$ cat src/design/ubc_pkg.sv
package ubc_pkg;

  // ==========================================================
  // register offsets
  localparam logic [7:0] OFF_CMD   = 8'h00;
  localparam logic [7:0] OFF_MODE  = 8'h04;
  localparam logic [7:0] OFF_STAT  = 8'h08;
  localparam logic [7:0] OFF_RXBUF = 8'h0C;
  localparam logic [7:0] OFF_TXBUF = 8'h10;
  localparam logic [7:0] OFF_ICS   = 8'h14;
  localparam logic [7:0] OFF_AIC   = 8'h18;
  localparam logic [7:0] OFF_ISR   = 8'h1C;
  localparam logic [7:0] OFF_IMR   = 8'h20;

  // ==========================================================
  // fields and codes
  localparam int RC_LSB   = 0;
  localparam int TC_LSB   = 2;
  localparam int PM_LSB   = 3;
  localparam int LOOP_BIT = 7;
  localparam logic [1:0] CMD_NONE    = 2'h0;
  localparam logic [1:0] CMD_ENABLE  = 2'h1;
  localparam logic [1:0] CMD_DISABLE = 2'h2;
  localparam logic [1:0] PM_MULTIDROP = 2'h3;
  localparam int ICS_COS_BIT = 4;
  localparam int ICS_CTS_BIT = 0;
  localparam int AIC_IEC_BIT = 0;
  localparam int ISR_COS_BIT = 7;
  localparam int ISR_RX_BIT  = 1;
  localparam int ISR_TX_BIT  = 0;
  localparam logic [7:0] ISR_W1C_MASK = 8'h83;

  // ==========================================================
  // reset values
  localparam logic [7:0] MODE_RST = 8'h00;
  localparam logic [7:0] AIC_RST  = 8'h00;
  localparam logic [7:0] IMR_RST  = 8'h00;

  // ==========================================================
  // timing
  localparam int CLK_PERIOD_NS = 8;
  localparam int COS_MIN_NS    = 25000;
  localparam int COS_FILT_CYC  = (COS_MIN_NS + CLK_PERIOD_NS - 1) / CLK_PERIOD_NS;
  localparam int STARTUP_SER_PERIODS = 2;

  // ==========================================================
  // types
  typedef struct packed {
    logic       wr;
    logic [7:0] addr;
  } ubc_req_s;

  typedef enum logic [3:0] {
    RX_SEARCH = 4'h1,
    RX_START  = 4'h2,
    RX_DATA   = 4'h4,
    RX_STOP   = 4'h8
  } ubc_rx_e;

  typedef enum logic [1:0] {
    TX_IDLE  = 2'h1,
    TX_SHIFT = 2'h2
  } ubc_tx_e;

endpackage

$ cat src/design/ubc_top.sv
`timescale 1ns/100ps
module ubc_top #(
  parameter int BIT_CYC  = 16,
  parameter int RX_DEPTH = 3
) (
  input  wire logic        ref_clk,
  input  wire logic        rst_n,
  input  wire logic        ce,
  input  wire logic        hsel,
  input  wire logic [31:0] haddr,
  input  wire logic [1:0]  htrans,
  input  wire logic        hwrite,
  input  wire logic [2:0]  hsize,
  input  wire logic [31:0] hwdata,
  input  wire logic        hready,
  output logic      [31:0] hrdata,
  output logic             hreadyout,
  output logic             hresp,
  output logic             irq,
  output logic             txd,
  input  wire logic        rxd_pin,
  input  wire logic        cts_n_pin
);

  localparam int BW = $clog2(BIT_CYC);
  localparam int PW = $clog2(RX_DEPTH);
  localparam int CW = $clog2(RX_DEPTH + 1);
  localparam int FW = $clog2(ubc_pkg::COS_FILT_CYC + 1);
  localparam int START_CYC = ubc_pkg::STARTUP_SER_PERIODS * BIT_CYC;
  localparam int SW = $clog2(START_CYC + 1);

  // ==========================================================
  // end counts, cut to the width of the counter they meet
  localparam logic [BW-1:0] BIT_END   = BW'(BIT_CYC - 1);
  localparam logic [BW-1:0] HALF_END  = BW'(BIT_CYC / 2 - 1);
  localparam logic [FW-1:0] FILT_END  = FW'(ubc_pkg::COS_FILT_CYC - 1);
  localparam logic [SW-1:0] START_END = SW'(START_CYC - 1);
  localparam logic [CW-1:0] DEPTH_C   = CW'(RX_DEPTH);
  localparam logic [PW-1:0] PTR_END   = PW'(RX_DEPTH - 1);

  // ==========================================================
  // bus slave: address phase capture and decode
  ubc_pkg::ubc_req_s dp;
  logic              dp_vld;
  logic [7:0]        mode;
  logic [7:0]        aic;
  logic [7:0]        imr;
  logic [7:0]        isr;
  logic              isr_cos;
  logic              rx_en;
  logic              tx_en;
  logic              tx_rdy;
  logic              th_full;
  logic [7:0]        th;
  logic              cts_state;
  logic              ic_cos;
  logic [CW-1:0]     cnt;
  logic [PW-1:0]     rd_ptr;
  logic [PW-1:0]     wr_ptr;
  logic [7:0]        fifo [RX_DEPTH];

  // ==========================================================
  // pin synchronisers and serial state
  logic [1:0]          rxd_sync;
  logic [1:0]          cts_sync;
  logic                rxd_s;
  logic                cts_s;
  ubc_pkg::ubc_rx_e    rx_st;
  ubc_pkg::ubc_rx_e    next_rx_st;
  logic [BW-1:0]       rx_tmr;
  logic [BW-1:0]       next_rx_tmr;
  logic [2:0]          rx_idx;
  logic [2:0]          next_rx_idx;
  logic [7:0]          rx_sh;
  logic [7:0]          next_rx_sh;
  logic                rx_done;
  ubc_pkg::ubc_tx_e    tx_st;
  ubc_pkg::ubc_tx_e    next_tx_st;
  logic [BW-1:0]       tx_tmr;
  logic [BW-1:0]       next_tx_tmr;
  logic [3:0]          tx_idx;
  logic [3:0]          next_tx_idx;
  logic [8:0]          tx_sh;
  logic [8:0]          next_tx_sh;
  logic                next_txd;
  logic [SW-1:0]       st_cnt;
  logic                st_done;
  logic [FW-1:0]       flt;

  // ==========================================================
  // decode wires
  logic       addr_ok;
  logic       wr_fire;
  logic       rd_fire;
  logic       wr_cmd;
  logic       wr_mode;
  logic       wr_txbuf;
  logic       wr_aic;
  logic       wr_isr;
  logic       wr_imr;
  logic       rd_rxbuf;
  logic       rd_ics;
  logic [1:0] rc_code;
  logic [1:0] tc_code;
  logic [1:0] pm;
  logic       loop_on;
  logic       rx_keep;
  logic       rx_run;
  logic       cmd_rx_on;
  logic       cmd_rx_off;
  logic       cmd_tx_on;
  logic       cmd_tx_off;
  logic       rx_ready;
  logic       fifo_full;
  logic       pop;
  logic       push;
  logic       tx_take;
  logic       tx_load;
  logic       cos_evt;
  logic       cos_w1c;
  logic [7:0] stat;
  logic [7:0] ics;
  logic [7:0] rd_mux;

  assign rxd_s    = rxd_sync[1];
  assign cts_s    = cts_sync[1];
  assign addr_ok  = hsel && htrans[1] && hready;
  assign wr_fire  = dp_vld && dp.wr;
  assign rd_fire  = dp_vld && !dp.wr;
  assign wr_cmd   = wr_fire && (dp.addr == ubc_pkg::OFF_CMD);
  assign wr_mode  = wr_fire && (dp.addr == ubc_pkg::OFF_MODE);
  assign wr_txbuf = wr_fire && (dp.addr == ubc_pkg::OFF_TXBUF);
  assign wr_aic   = wr_fire && (dp.addr == ubc_pkg::OFF_AIC);
  assign wr_isr   = wr_fire && (dp.addr == ubc_pkg::OFF_ISR);
  assign wr_imr   = wr_fire && (dp.addr == ubc_pkg::OFF_IMR);
  assign rd_rxbuf = rd_fire && (dp.addr == ubc_pkg::OFF_RXBUF);
  assign rd_ics   = rd_fire && (dp.addr == ubc_pkg::OFF_ICS);
  assign rc_code  = hwdata[ubc_pkg::RC_LSB +: 2];
  assign tc_code  = hwdata[ubc_pkg::TC_LSB +: 2];
  assign pm       = mode[ubc_pkg::PM_LSB +: 2];
  assign loop_on  = mode[ubc_pkg::LOOP_BIT];

  assign rx_keep    = loop_on || (pm == ubc_pkg::PM_MULTIDROP);
  assign rx_run     = rx_en || rx_keep;
  // receiver and transmitter commands; code 00 and reserved 11 decode to nothing
  assign cmd_rx_on  = wr_cmd && (rc_code == ubc_pkg::CMD_ENABLE) && (pm != ubc_pkg::PM_MULTIDROP);
  assign cmd_rx_off = wr_cmd && (rc_code == ubc_pkg::CMD_DISABLE);
  assign cmd_tx_on  = wr_cmd && (tc_code == ubc_pkg::CMD_ENABLE);
  assign cmd_tx_off = wr_cmd && (tc_code == ubc_pkg::CMD_DISABLE);

  assign rx_ready  = (cnt != '0);
  assign fifo_full = (cnt == DEPTH_C);
  assign pop       = rd_rxbuf && rx_ready;
  // overrun: a full queue drops the new character unless a read frees a slot
  assign push      = rx_done && (!fifo_full || pop);

  // holding register takes only when ready and enabled
  assign tx_take = wr_txbuf && tx_rdy && tx_en;
  assign tx_load = (tx_st == ubc_pkg::TX_IDLE) && th_full && tx_en;

  assign cos_evt = st_done ? ((cts_s != cts_state) && (flt == FILT_END))
                           : ((st_cnt == START_END) && !cts_s);
  assign cos_w1c = wr_isr && hwdata[ubc_pkg::ISR_COS_BIT];

  assign isr  = {isr_cos, 5'h00, rx_ready, tx_rdy};
  assign stat = {5'h00, tx_rdy, fifo_full, rx_ready};
  // bit 0 is the pin level, so asserted reads 0
  assign ics  = {3'h0, ic_cos, 3'h0, cts_state};

  assign rd_mux = (dp.addr == ubc_pkg::OFF_MODE)  ? mode :
                  (dp.addr == ubc_pkg::OFF_STAT)  ? stat :
                  (dp.addr == ubc_pkg::OFF_RXBUF) ? (rx_ready ? fifo[rd_ptr] : 8'h00) :
                  (dp.addr == ubc_pkg::OFF_ICS)   ? ics :
                  (dp.addr == ubc_pkg::OFF_AIC)   ? aic :
                  (dp.addr == ubc_pkg::OFF_ISR)   ? isr :
                  (dp.addr == ubc_pkg::OFF_IMR)   ? imr :
                  8'h00;

  // ==========================================================
  // bus timing: writes finish in one data cycle, reads add one wait state
  // so that read data leaves a flop and read side effects fire once
  always_ff @(posedge ref_clk or negedge rst_n) begin
    if (!rst_n) begin
      dp        <= '0;
      dp_vld    <= 1'b0;
      hreadyout <= 1'b1;
      hrdata    <= 32'h0000_0000;
      hresp     <= 1'b0;
    end else if (ce) begin
      hresp  <= 1'b0;
      dp_vld <= addr_ok;
      if (addr_ok) begin
        dp.wr     <= hwrite;
        dp.addr   <= haddr[7:0];
        hreadyout <= hwrite;
      end
      if (rd_fire) begin
        hrdata    <= {24'h00_0000, rd_mux};
        hreadyout <= 1'b1;
      end
    end
  end

  // ==========================================================
  // software registers
  always_ff @(posedge ref_clk or negedge rst_n) begin
    if (!rst_n) begin
      mode <= ubc_pkg::MODE_RST;
      aic  <= ubc_pkg::AIC_RST;
      imr  <= ubc_pkg::IMR_RST;
    end else if (ce) begin
      if (wr_mode) begin
        mode <= hwdata[7:0];
      end
      if (wr_aic) begin
        aic <= {7'h00, hwdata[ubc_pkg::AIC_IEC_BIT]};
      end
      if (wr_imr) begin
        imr <= hwdata[7:0];
      end
    end
  end

  // ==========================================================
  // pin synchronisers
  always_ff @(posedge ref_clk or negedge rst_n) begin
    if (!rst_n) begin
      rxd_sync <= 2'h3;
      cts_sync <= 2'h3;
    end else if (ce) begin
      rxd_sync <= {rxd_sync[0], rxd_pin};
      cts_sync <= {cts_sync[0], cts_n_pin};
    end
  end

  // ==========================================================
  // receiver enable
  always_ff @(posedge ref_clk or negedge rst_n) begin
    if (!rst_n) begin
      rx_en <= 1'b0;
    end else if (ce) begin
      if (cmd_rx_off) begin
        rx_en <= 1'b0;
      end else if (cmd_rx_on) begin
        rx_en <= 1'b1;
      end
    end
  end

  // ==========================================================
  // receive shifter, sampling mid-bit
  always_comb begin
    next_rx_st  = rx_st;
    next_rx_tmr = rx_tmr + 1'b1;
    next_rx_idx = rx_idx;
    next_rx_sh  = rx_sh;
    rx_done     = 1'b0;
    unique case (rx_st)
      ubc_pkg::RX_SEARCH: begin
        next_rx_tmr = '0;
        if (!rxd_s) begin
          next_rx_st = ubc_pkg::RX_START;
        end
      end
      ubc_pkg::RX_START: begin
        if (rx_tmr == HALF_END) begin
          next_rx_tmr = '0;
          next_rx_idx = '0;
          // a start bit gone by mid-bit was a glitch
          next_rx_st  = rxd_s ? ubc_pkg::RX_SEARCH : ubc_pkg::RX_DATA;
        end
      end
      ubc_pkg::RX_DATA: begin
        if (rx_tmr == BIT_END) begin
          next_rx_tmr = '0;
          next_rx_sh  = {rxd_s, rx_sh[7:1]};
          next_rx_idx = rx_idx + 1'b1;
          if (rx_idx == 3'h7) begin
            next_rx_st = ubc_pkg::RX_STOP;
          end
        end
      end
      ubc_pkg::RX_STOP: begin
        if (rx_tmr == BIT_END) begin
          rx_done    = rxd_s;
          next_rx_st = ubc_pkg::RX_SEARCH;
        end
      end
      default: begin
        next_rx_st = ubc_pkg::RX_SEARCH;
      end
    endcase
    // stopped receiver waits in search, partial character lost
    if (!rx_run) begin
      next_rx_st = ubc_pkg::RX_SEARCH;
      rx_done    = 1'b0;
    end
  end

  always_ff @(posedge ref_clk or negedge rst_n) begin
    if (!rst_n) begin
      rx_st  <= ubc_pkg::RX_SEARCH;
      rx_tmr <= '0;
      rx_idx <= '0;
      rx_sh  <= 8'h00;
    end else if (ce) begin
      rx_st  <= next_rx_st;
      rx_tmr <= next_rx_tmr;
      rx_idx <= next_rx_idx;
      rx_sh  <= next_rx_sh;
    end
  end

  // ==========================================================
  // three-entry receive queue
  always_ff @(posedge ref_clk) begin
    if (ce && push) begin
      fifo[wr_ptr] <= rx_sh;
    end
  end

  always_ff @(posedge ref_clk or negedge rst_n) begin
    if (!rst_n) begin
      cnt    <= '0;
      rd_ptr <= '0;
      wr_ptr <= '0;
    end else if (ce) begin
      // append at the bottom, read from the top
      if (push) begin
        wr_ptr <= (wr_ptr == PTR_END) ? '0 : wr_ptr + 1'b1;
      end
      if (pop) begin
        rd_ptr <= (rd_ptr == PTR_END) ? '0 : rd_ptr + 1'b1;
      end
      if (push && !pop) begin
        cnt <= cnt + 1'b1;
      end else if (pop && !push) begin
        cnt <= cnt - 1'b1;
      end
    end
  end

  // ==========================================================
  // transmit holding register and ready flag
  always_ff @(posedge ref_clk or negedge rst_n) begin
    if (!rst_n) begin
      tx_en   <= 1'b0;
      tx_rdy  <= 1'b0;
      th_full <= 1'b0;
      th      <= 8'h00;
    end else if (ce) begin
      if (cmd_tx_off) begin
        tx_en   <= 1'b0;
        tx_rdy  <= 1'b0;
        th_full <= 1'b0;
      end else if (cmd_tx_on && !tx_en) begin
        tx_en  <= 1'b1;
        tx_rdy <= 1'b1;
      end else if (tx_take) begin
        th      <= hwdata[7:0];
        th_full <= 1'b1;
        tx_rdy  <= 1'b0;
      end else if (tx_load) begin
        th_full <= 1'b0;
        tx_rdy  <= 1'b1;
      end
    end
  end

  // ==========================================================
  // transmit shifter; a disable lets the running character finish
  always_comb begin
    next_tx_st  = tx_st;
    next_tx_tmr = tx_tmr + 1'b1;
    next_tx_idx = tx_idx;
    next_tx_sh  = tx_sh;
    next_txd    = txd;
    unique case (tx_st)
      ubc_pkg::TX_IDLE: begin
        next_tx_tmr = '0;
        next_tx_idx = '0;
        if (tx_load) begin
          next_tx_st = ubc_pkg::TX_SHIFT;
          next_tx_sh = {1'b1, th};
          next_txd   = 1'b0;
        end
      end
      ubc_pkg::TX_SHIFT: begin
        if (tx_tmr == BIT_END) begin
          next_tx_tmr = '0;
          if (tx_idx == 4'h9) begin
            next_tx_st = ubc_pkg::TX_IDLE;
            next_txd   = 1'b1;
          end else begin
            next_txd    = tx_sh[0];
            next_tx_sh  = {1'b1, tx_sh[8:1]};
            next_tx_idx = tx_idx + 1'b1;
          end
        end
      end
      default: begin
        next_tx_st = ubc_pkg::TX_IDLE;
      end
    endcase
  end

  always_ff @(posedge ref_clk or negedge rst_n) begin
    if (!rst_n) begin
      tx_st  <= ubc_pkg::TX_IDLE;
      tx_tmr <= '0;
      tx_idx <= '0;
      tx_sh  <= 9'h1FF;
      txd    <= 1'b1;
    end else if (ce) begin
      tx_st  <= next_tx_st;
      tx_tmr <= next_tx_tmr;
      tx_idx <= next_tx_idx;
      tx_sh  <= next_tx_sh;
      txd    <= next_txd;
    end
  end

  // ==========================================================
  // clear-to-send startup and glitch filter
  always_ff @(posedge ref_clk or negedge rst_n) begin
    if (!rst_n) begin
      st_cnt    <= '0;
      st_done   <= 1'b0;
      flt       <= '0;
      cts_state <= 1'b1;
    end else if (ce) begin
      if (!st_done) begin
        // track the pin after two bit periods
        if (st_cnt == START_END) begin
          st_done   <= 1'b1;
          cts_state <= cts_s;
        end else begin
          st_cnt <= st_cnt + 1'b1;
        end
      end else if (cts_s == cts_state) begin
        flt <= '0;
      end else if (flt == FILT_END) begin
        cts_state <= cts_s;
        flt       <= '0;
      end else begin
        flt <= flt + 1'b1;
      end
    end
  end

  // ==========================================================
  // change flags: a new change wins over a clear in the same cycle
  always_ff @(posedge ref_clk or negedge rst_n) begin
    if (!rst_n) begin
      ic_cos  <= 1'b0;
      isr_cos <= 1'b0;
    end else if (ce) begin
      if (cos_evt) begin
        ic_cos <= 1'b1;
      end else if (rd_ics) begin
        ic_cos <= 1'b0;
      end
      if (cos_evt && aic[ubc_pkg::AIC_IEC_BIT]) begin
        isr_cos <= 1'b1;
      end else if (rd_ics || cos_w1c) begin
        isr_cos <= 1'b0;
      end
    end
  end

  // ==========================================================
  // masked interrupt output
  always_ff @(posedge ref_clk or negedge rst_n) begin
    if (!rst_n) begin
      irq <= 1'b0;
    end else if (ce) begin
      irq <= |(isr & imr);
    end
  end

  // ==========================================================
  // assertions
  irq_mask_a: assert property (@(posedge ref_clk) disable iff (!rst_n)
    $past(ce) |-> (irq == $past(|(isr & imr))))
    else $error("irq does not follow masked status");

  rx_depth_a: assert property (@(posedge ref_clk) disable iff (!rst_n)
    cnt <= DEPTH_C)
    else $error("receive queue count above depth");

  rx_off_a: assert property (@(posedge ref_clk) disable iff (!rst_n)
    (ce && cmd_rx_off) |=> !rx_en)
    else $error("receiver still enabled after disable");

  rx_on_a: assert property (@(posedge ref_clk) disable iff (!rst_n)
    (ce && cmd_rx_on && !cmd_rx_off) |=> rx_en)
    else $error("receiver not enabled by command");

  tx_take_a: assert property (@(posedge ref_clk) disable iff (!rst_n)
    (ce && tx_take && !cmd_tx_off && !cmd_tx_on) |=> (!tx_rdy && th_full))
    else $error("accepted character did not clear ready");

  tx_block_a: assert property (@(posedge ref_clk) disable iff (!rst_n)
    (ce && wr_txbuf && !tx_take) |=> $stable(th))
    else $error("refused write changed holding register");

  cos_gate_a: assert property (@(posedge ref_clk) disable iff (!rst_n)
    (ce && !aic[ubc_pkg::AIC_IEC_BIT] && !isr_cos) |=> !isr_cos)
    else $error("change flag set with input enable off");

  ics_clear_a: assert property (@(posedge ref_clk) disable iff (!rst_n)
    (ce && rd_ics && !cos_evt) |=> !isr_cos)
    else $error("change flag kept after register read");

endmodule

$ cat config.mk
export PLATFORM = sky130hd
export DESIGN_NAME = ubc_top
export DESIGN_NICKNAME = d
export VERILOG_FILES = /design/src/design/ubc_pkg.sv /design/src/design/ubc_top.sv
export SDC_FILE = /design/constraint.sdc
export NUM_CORES = 1
export LEC_CHECK = 0
export BUFFER_PORTS_ARGS = -buffer_cell sky130_fd_sc_hd__buf_4
export CAP_MARGIN = 20
export CORE_UTILIZATION = 57
export DETAILED_ROUTE_END_ITERATION = 8
export PLACE_DENSITY = 0.85
export SETUP_SLACK_MARGIN = 0.3
export SLEW_MARGIN = 40
export SYNTH_ARGS = -nofsm -noshare
export SYNTH_HDL_FRONTEND = slang
export SYNTH_SLANG_ARGS = --single-unit
$ cat constraint.sdc
create_clock -name ref_clk -period 2.85 [get_ports ref_clk]
set_input_delay 0.1425 -clock ref_clk [delete_from_list [all_inputs] [get_ports ref_clk]]
set_output_delay 0.1425 -clock ref_clk [all_outputs]
set_load 0.01 [all_outputs]
# Yosys cells after proc, flatten, opt, wreduce, memory -nomap -nowiden
# Memory sizes are Yosys's and may differ from the RTL's.
# Index checks and enable logic that the tools add are counted.
# classes
addsub	10
n_eq_ne	46
muxes	74
bitwise_logic	5
n_reduce_logical	81
# ops
operator	n
2-to-1 mux 8 bit	8
2-to-1 mux 4 bit	11
== test 8 x 5 -> 1 bit (second input constant)	4
2-to-1 mux 1 bit	32
logical AND 1 bit	31
AND reduction 2 bit	15
2-to-1 mux 9 bit	3
2-to-1 mux 12 bit	2
AND reduction 4 bit	6
nonzero test 2 bit	10
inequality test 2 bit (second input constant)	9
one-hot mux 9 bit (2 select lines)	1
== test 4 bit (second input constant)	4
== test 8 x 4 -> 1 bit (second input constant)	2
one-hot mux 4 bit (2 select lines)	2
one-hot mux 4 bit (4 select lines)	1
inequality test 3 bit (second input constant)	5
== test 2 bit (second input constant)	7
2-to-1 mux 2 bit	7
adder 12 x 1 -> 12 bit (second input constant)	1
adder 4 x 1 -> 4 bit (second input constant)	3
== test 12 bit (second input constant)	1
one-hot mux 4 bit (3 select lines)	1
2-to-1 mux 3 bit	3
other kinds (29)	47
# totals
regBits	120
mem_bits_rw	24
inputBits	77
output_inout_bits	36
memories	1
# memory_table
name	depth	width	read_ports	rd_clocked_by_memory_dff	write_ports	line_no	text
fifo	3	8	1	0	1	ubc_top.sv:60	logic [7:0] fifo [RX_DEPTH];

# Logic depth before layout (Yosys ltp)
# Gate-level depths: netlist (run 1).
# logic_depth
word_depth	10
ltp_mapped	10
mapped_depth_nobuf	8

# Worst setup path after synthesis (run 1)
# Ideal clock, no wire load.
# synth_timing
kind	reg2reg
from	register dp[7] (netlist bit)
to	memory fifo[2][0] (enable)
setup_ns	0.385
t_arrival_ns	2.156
t_required_ns	2.465
slack_ns	0.308
stages_incl_launch_ff	6
period_less_slack_ns	2.542
path_cell_list	dfrtp_1 > nor4_1 > nand3_1 > a311oi_1 > nand3_1 > nor3b_1
# synth_via
elab_chain_cells	8
# synth_lines
item	line_no	text
start, declared	ubc_top.sv:43	ubc_pkg::ubc_req_s dp;
== test 8 x 4 -> 1 bit	ubc_top.sv:136	assign rd_rxbuf = rd_fire && (dp.addr == ubc_pkg::OFF_RXBUF);
logical AND 1 bit	ubc_top.sv:136	
logical AND 1 bit	ubc_top.sv:153	assign pop = rd_rxbuf && rx_ready;
logical OR 1 bit	ubc_top.sv:155	assign push = rx_done && (!fifo_full || pop);
logical AND 1 bit	ubc_top.sv:155	
logical AND 1 bit	ubc_top.sv:317	if (ce && push) begin
2-to-1 mux 1 bit	ubc_top.sv:317	
2-to-1 mux 1 bit (not written as such)	ubc_top.sv:318	fifo[wr_ptr] <= rx_sh;
end, declared	ubc_top.sv:60	
# Every way passes these cells.

# Worst setup path in the final report (run 1)
# layout_timing
from	register dp[0] (netlist bit)
to	memory fifo[2][7] (enable)
# The elaborated chain is that of the path after synthesis.

==> flow_summary.toml, run 1 <==
[worst_setup_path]
worstSetupPathType = "reg -> reg"
startpoint = "dp[0]"
arrival_ps = 2540
path_cells = "and4bb_2 > nand3_1 > a311oi_2 > nand3_1 > nor3b_1 > buf_4"
reg2reg_to = "fifo[2][7]"
ff2ff_path_depth = 6
timing.critical_path.mode_cell = "nand3_1"
slowest_delay_ps = 470
start_kind = "flip-flop"
rrSetupSlack_ps = 440
end_kind = "flip-flop"
cp_slowest_cell = "dfrtp_1"
crit_path_end = "fifo[2][7]"
crit_fanout = 8
reg2reg_from = "dp[0]"
cp.required_ps = 2980

[final_layout]
drive_above_1_share = 0.215
antenna_cells = 0
postLayoutCellArea_mm2 = 0.00807
area_growth_syn_to_layout_pct = 15.2
fillers = 858
nNetsFinal = 777

[sta]
max_freq_ghz = 0.415
fin_tns_setup_ps = 0
period_needed_ps = 2410
post-route-period-util = 0.846
slew_headroom = 0.556
setup_viol = 0
skew_ps = 4.76
timing.hold.ws_ps = 25.0
maxSlewViolCount = 0
timing_hold_violations_final = 0
worstMarginPinSlew_ps = 666
rsz0062_at_grt = "no"

[worst_hold_path]
min_path_type = "in -> reg"

[logic_synthesis]
synth.distinct_cells = 68
ys_ff_latch = 143
synth_edf_count = 24
netlist.area_leader.share = 0.364
synthTopCellsByArea = "dfrtp_1, edfxtp_1, mux2_2"
synthCells = 637
synth_top_cell_by_area = "dfrtp_1"
synthArstFlopShare = 0.832
ys_seq_area_frac = 0.531
synth_most_common_cell = "dfrtp_1"
ys.flop_type = "dfrtp_1"
synth_warnings = 0
avgSynthCellArea_um2 = 11.0
ys_top_cells_by_count = "dfrtp_1, nand2_1, mux2_2, o21ai_0, nor2_1"
syn_area_mm2 = 0.00700

[clocking]
cts_setup_buffers = 0
cts_root_buf = "clkbuf_16"
cts_tree = "done"
clkTransAtPathRegs_ps = 60
cts_max_level = 4
cts_buffer_depth = 2
cts_buffers = 17
clk_latency_ps = 420
cts_sinks = 143

[power]
p_int_w = 0.00411
switching_share = 0.290
vdd_drop_max_mv = 0.760
netSwitchingPower_w = 0.00168
p_clk_frac = 0.361
p_per_area_mw_per_mm2 = 718
p_seq_frac = 0.456
comb_power_share = 0.183
total_power_w = 0.00579
power_leakage_nw = 3.50

[die]
ios = 113
die_area_mm2 = 0.0127
initial_core_util = 0.583
fp.coreArea_mm2 = 0.0120
chipWidth_um = 113
rows = 40
dieHeight_um = 113

[drt]
drtIter0Drc = 390
avgRoutedWirePerCell_um = 17.2
dr.pass1.iters = 5
route.detailed.drc = 0
ant_nets = 0
routed_via_density = 5.94
postRouteWirelength_um = 14600
num_vias = 5041

[grt]
grtUsageTotal = 0.244
grt_pass1_vias = 4976
grt_max_degree = 63
antenna_found_initial = 0
grt-ovfl-total = 0
grt_pass1_wl_um = 23900

[status]
status = "complete, no violations"

[place]
hpwl_um = 9810
gp_congestion = 0.879
place_area_mm2 = 0.00732
port_buffers = 35

[job]
max-cap-violations = 0
cells by family (layout without fill, tap and decap cells):
| kind of cell | Yosys count | count (layout) | synth area share |
|---|---|---|---|
| flops | 143 | 143 | 0.531 |
| fa+ha+maj | 12 | 12 | 0.0214 |
| other cells | 1 | 25 | 0.000535 |
| compound gates | 122 | 122 | 0.109 |
| xor+xnor | 18 | 18 | 0.0225 |
| buf+inv | 75 | 115 | 0.0547 |
| mux | 68 | 68 | 0.106 |
| simple gates | 198 | 198 | 0.155 |
worst max-delay path, delay by kind of cell (launching register included):
family | cells | cell delay (ps)
AOI/OAI and AO/OA | 1 | 320
buffers and inverters | 1 | 220
DFF | 1 | 470
and+or+nand+nor | 4 | 1110
sequential cells by signal (all words and copies together), names as in the netlist, 3 cells and up:
register / count
dp: 9
fifo: 24
flt: 12
hrdata: 8
imr: 8
mode: 8
rx_idx: 3
rx_sh: 8
rx_st: 4
rx_tmr: 4
st_cnt: 6
th: 8
tx_idx: 4
tx_sh: 8
tx_tmr: 4
layout make-up:
class | instances | area [um2] | share of cell area
multi-input cells | 443 | 3000 | 0.372
repair buffers | 60 | 518 | 0.0642
inverters | 23 | 86.3 | 0.0107
clock buffers | 19 | 433 | 0.0536
well taps | 147 | 184 | 0.0228
clock inverters | 13 | 123 | 0.0152
flip-flops and latches | 143 | 3720 | 0.461
timing repair:
item,4_1_cts,5_1_grt
setup endpoints to repair,0,17
hold buffers,17,0
gates resized for setup,0,3
hold endpoints to repair,74,0
layer usage:
| metal | wire (um) | global-route usage | vias up | part of all wire |
|---|---|---|---|---|
| met5 | 0 | 0 | - | 0 |
| met1 | 5950 | 0.289 | 2464 | 0.41 |
| li1 | - | - | 2341 | - |
| met3 | 884 | 0.0627 | 32 | 0.061 |
| met4 | 296 | 0.102 | 0 | 0.020 |
| met2 | 7450 | 0.425 | 204 | 0.51 |
worst min path at each step:
stage | from | endpoint | slack (ps) | cells after the start
2_1_floorplan | rst_n | aic[0] | -150 | 0
3_3_place_gp | rst_n | flt[10] | 240 | 1
3_5_place_dp | rst_n | flt[10] | 250 | 1
4_1_cts | hwdata[3] | mode[3] | 10 | 2
5_1_grt | hwdata[7] | mode[7] | 20 | 2
6_report | hwdata[7] | mode[7] | 20 | 2
layout by cell type, fill, tap and decap left out, drive strengths merged, types with 4 or more instances in the layout:
cell type    instances
buf                 43
nand2               57
dfrtp              102
ha                  12
inv                 24
conb                25
nor2b                5
nand2b               5
nor3                 4
xnor2                4
nor3b                6
dfstp               17
and2                 4
mux2i               16
a22oi                4
nand4b               4
clkinv               7
a31oi                4
nor4                 7
and3                12
clkbuf              19
nor4b                6
nand3b               6
or3                  5
nand3               18
o21ai               45
nor2                41
edfxtp              24
o22ai                5
xor2                14
a22o                 4
nand4                6
dlygate4sd3         17
mux2                52
a21oi               26
power by group through the flow:
| stage | clock [W] | sequential, W | combinational [W] |
|---|---|---|---|
| finish | 0.00209 | 0.00264 | 0.00106 |
| CTS | 0.00212 | 0.00263 | 0.00105 |
| floorplan | 0 | 0.00256 | 0.000813 |
| global placement | 0 | 0.00264 | 0.000954 |
| global route | 0.00221 | 0.00268 | 0.00119 |
| detailed placement | 0 | 0.00266 | 0.00102 |
metrics by stage:
| stage | instances | util | setup WS, ps |
|---|---|---|---|
| detailed placement | 798 | 0.609 | 504 |
| global route | 848 | 0.672 | 321 |
| floorplan | 661 | - | 308 |
| CTS | 847 | 0.669 | 385 |
| finish | 848 | 0.672 | 438 |
| global placement | 798 | 0.609 | 511 |
No activity file was read; power rests on OpenSTA's default activity.
==> run 2: changes to the inputs <==
--- a/config.mk
+++ b/config.mk
@@ -7,9 +7,9 @@
 export LEC_CHECK = 0
 export BUFFER_PORTS_ARGS = -buffer_cell sky130_fd_sc_hd__buf_4
 export CAP_MARGIN = 20
-export CORE_UTILIZATION = 57
+export CORE_UTILIZATION = 51
 export DETAILED_ROUTE_END_ITERATION = 8
-export PLACE_DENSITY = 0.85
+export PLACE_DENSITY = 0.81
 export SETUP_SLACK_MARGIN = 0.3
 export SLEW_MARGIN = 40
 export SYNTH_ARGS = -nofsm -noshare
==> constraint.sdc (replaced) <==
create_clock -name ref_clk -period 2.2 [get_ports ref_clk]
set_input_delay 0.11 -clock ref_clk [delete_from_list [all_inputs] [get_ports ref_clk]]
set_output_delay 0.11 -clock ref_clk [all_outputs]
set_load 0.01 [all_outputs]
==> flow_summary.toml, run 2 (same netlist as run 1, synthesis figures left out) <==
[status]
status = "complete, no violations"

[final_layout]
reg_top3 = "fifo: 24 flops, flt: 12 flops, dp: 9 flops"
layout_common_cells = "dfrtp_1, buf_4, nand2_1"
antenna_cells = 0
area_growth_syn_to_layout_pct = 23.6
utilization = 0.651
layout.cells.most_common = "dfrtp_1"
regMostFlops = "fifo"
largest_reg_flops = 24
nNetsFinal = 814
drive_above_1_share = 0.295

[sta]
post-route-period-util = 0.949
timing_hold_violations_final = 0
rsz0062_at_grt = "yes"
max_freq_ghz = 0.479
fin_tns_setup_ps = 0
setup_ws_ps = 113
maxSlewViolCount = 0
worstMarginPinSlew_ps = 704
period_needed_ps = 2090
slew_headroom = 0.524
skew_ps = 4.09
setup_viol = 0
timing.hold.ws_ps = 134

[grt]
grt-ovfl-total = 0
grtUsageTotal = 0.230
grt_pass1_vias = 5280
grt_pass1_wl_um = 25500
grt_max_degree = 58
antenna_found_initial = 0

[worst_setup_path]
reg2reg_from = "dp[5]"
start_kind = "flip-flop"
end_kind = "flip-flop"
cp.required_ps = 2560
crit_fanout = 4
arrival_ps = 2450
worstSetupPathType = "reg -> reg"
startpoint = "dp[5]"

[clocking]
cts_root_buf = "clkbuf_16"
cts_buffer_depth = 2
clk_latency_ps = 420
cts_buffers = 17
cts_tree = "done"
cts_sinks = 143
clkTransAtPathRegs_ps = 60
cts_max_level = 4

[worst_hold_path]
min_path_type = "in -> reg"
hp-start = "ce"

[die]
dieHeight_um = 119
chipWidth_um = 119
rows = 42
ios = 113
die_area_mm2 = 0.0142
initial_core_util = 0.527
fp.coreArea_mm2 = 0.0133

[power]
p_per_area_mw_per_mm2 = 893
power_leakage_nw = 3.71
total_power_w = 0.00773
vdd_drop_max_mv = 0.605

[job]
max-cap-violations = 0

[place]
gp_congestion = 0.922
pre_cts_ws_ps = 25.4
hpwl_um = 10400
port_buffers = 35

[drt]
num_vias = 5174
drtIter0Drc = 341
ant_nets = 0
dr.pass1.iters = 5
route.detailed.drc = 0
avgRoutedWirePerCell_um = 16.9
postRouteWirelength_um = 15500
routed_via_density = 5.66
run 2: cell count changes in the layout (fill, tap and decap cells not counted), moves of 4 or more:
cell and change:
buf_4 +26, buf_6 +7, o21ai_0 -7, nor2_1 -6, nor2_4 +5, o21ai_1 +5, a21oi_1 -4
run 2: critical path: stages (launching register included):
cell and delay [ps]:
dfrtp_1 390, buf_4 130, buf_6 100, or4b_4 480, nor4b_4 300, buf_4 170
a32oi_1 60, a221oi_2 280, a21o_1 110
run 2: through the flow:
| step | std cells | cell area (um2) |
|---|---|---|
| 3_5_place_dp | 852 | 7580 |
| 4_1_cts | 909 | 8470 |
| 3_3_place_gp | 852 | 7580 |
| 6_report | 914 | 8660 |
| 5_1_grt | 914 | 8660 |
| 2_1_floorplan | 661 | 7160 |
run 2: where the power goes:
part,switching (W),internal (W),total [W]
Sequential,0.000273,0.00307,0.00334
Clock,0.00109,0.00166,0.00274
Combinational,0.000911,0.000738,0.00165
Total,0.00227,0.00546,0.00773
run 2: area by class of cell:
type	count	area, um2
Sequential cell	143	3720
Multi-Input combinational cell	443	3220
Tap cell	176	220
Inverter	23	86.3
Fill cell	931	4640
Clock inverter	12	90.1
Timing Repair Buffer	97	842
Clock buffer	20	478
run 2: timing repair:
| action | CTS | global route |
|---|---|---|
| resized for setup | 14 | 42 |
| hold buffers | 20 | 0 |
| pin swaps | 7 | 14 |
| setup buffers | 5 | 5 |
| endpoints found under the hold margin | 65 | 0 |
| endpoints found under the setup margin | 69 | 86 |
run 2: final timing paths:
kind	endpoint	slack [ps]	cells past startpoint
max	hrdata[2]	110	8
min	st_done	130	3
max reg2reg	hrdata[2]	110	8
min reg2reg	txd	480	2
max in group asynchronous	rd_ptr[0]	1230	3
min in group asynchronous	flt[10]	160	2
run 2: layer usage:
layer	up-vias	GRT usage	part of all wire
li1	2422	-	-
met1	2578	0.260	0.40
met2	130	0.411	0.53
met3	44	0.0498	0.034
met4	0	0.113	0.029
met5	-	0	0
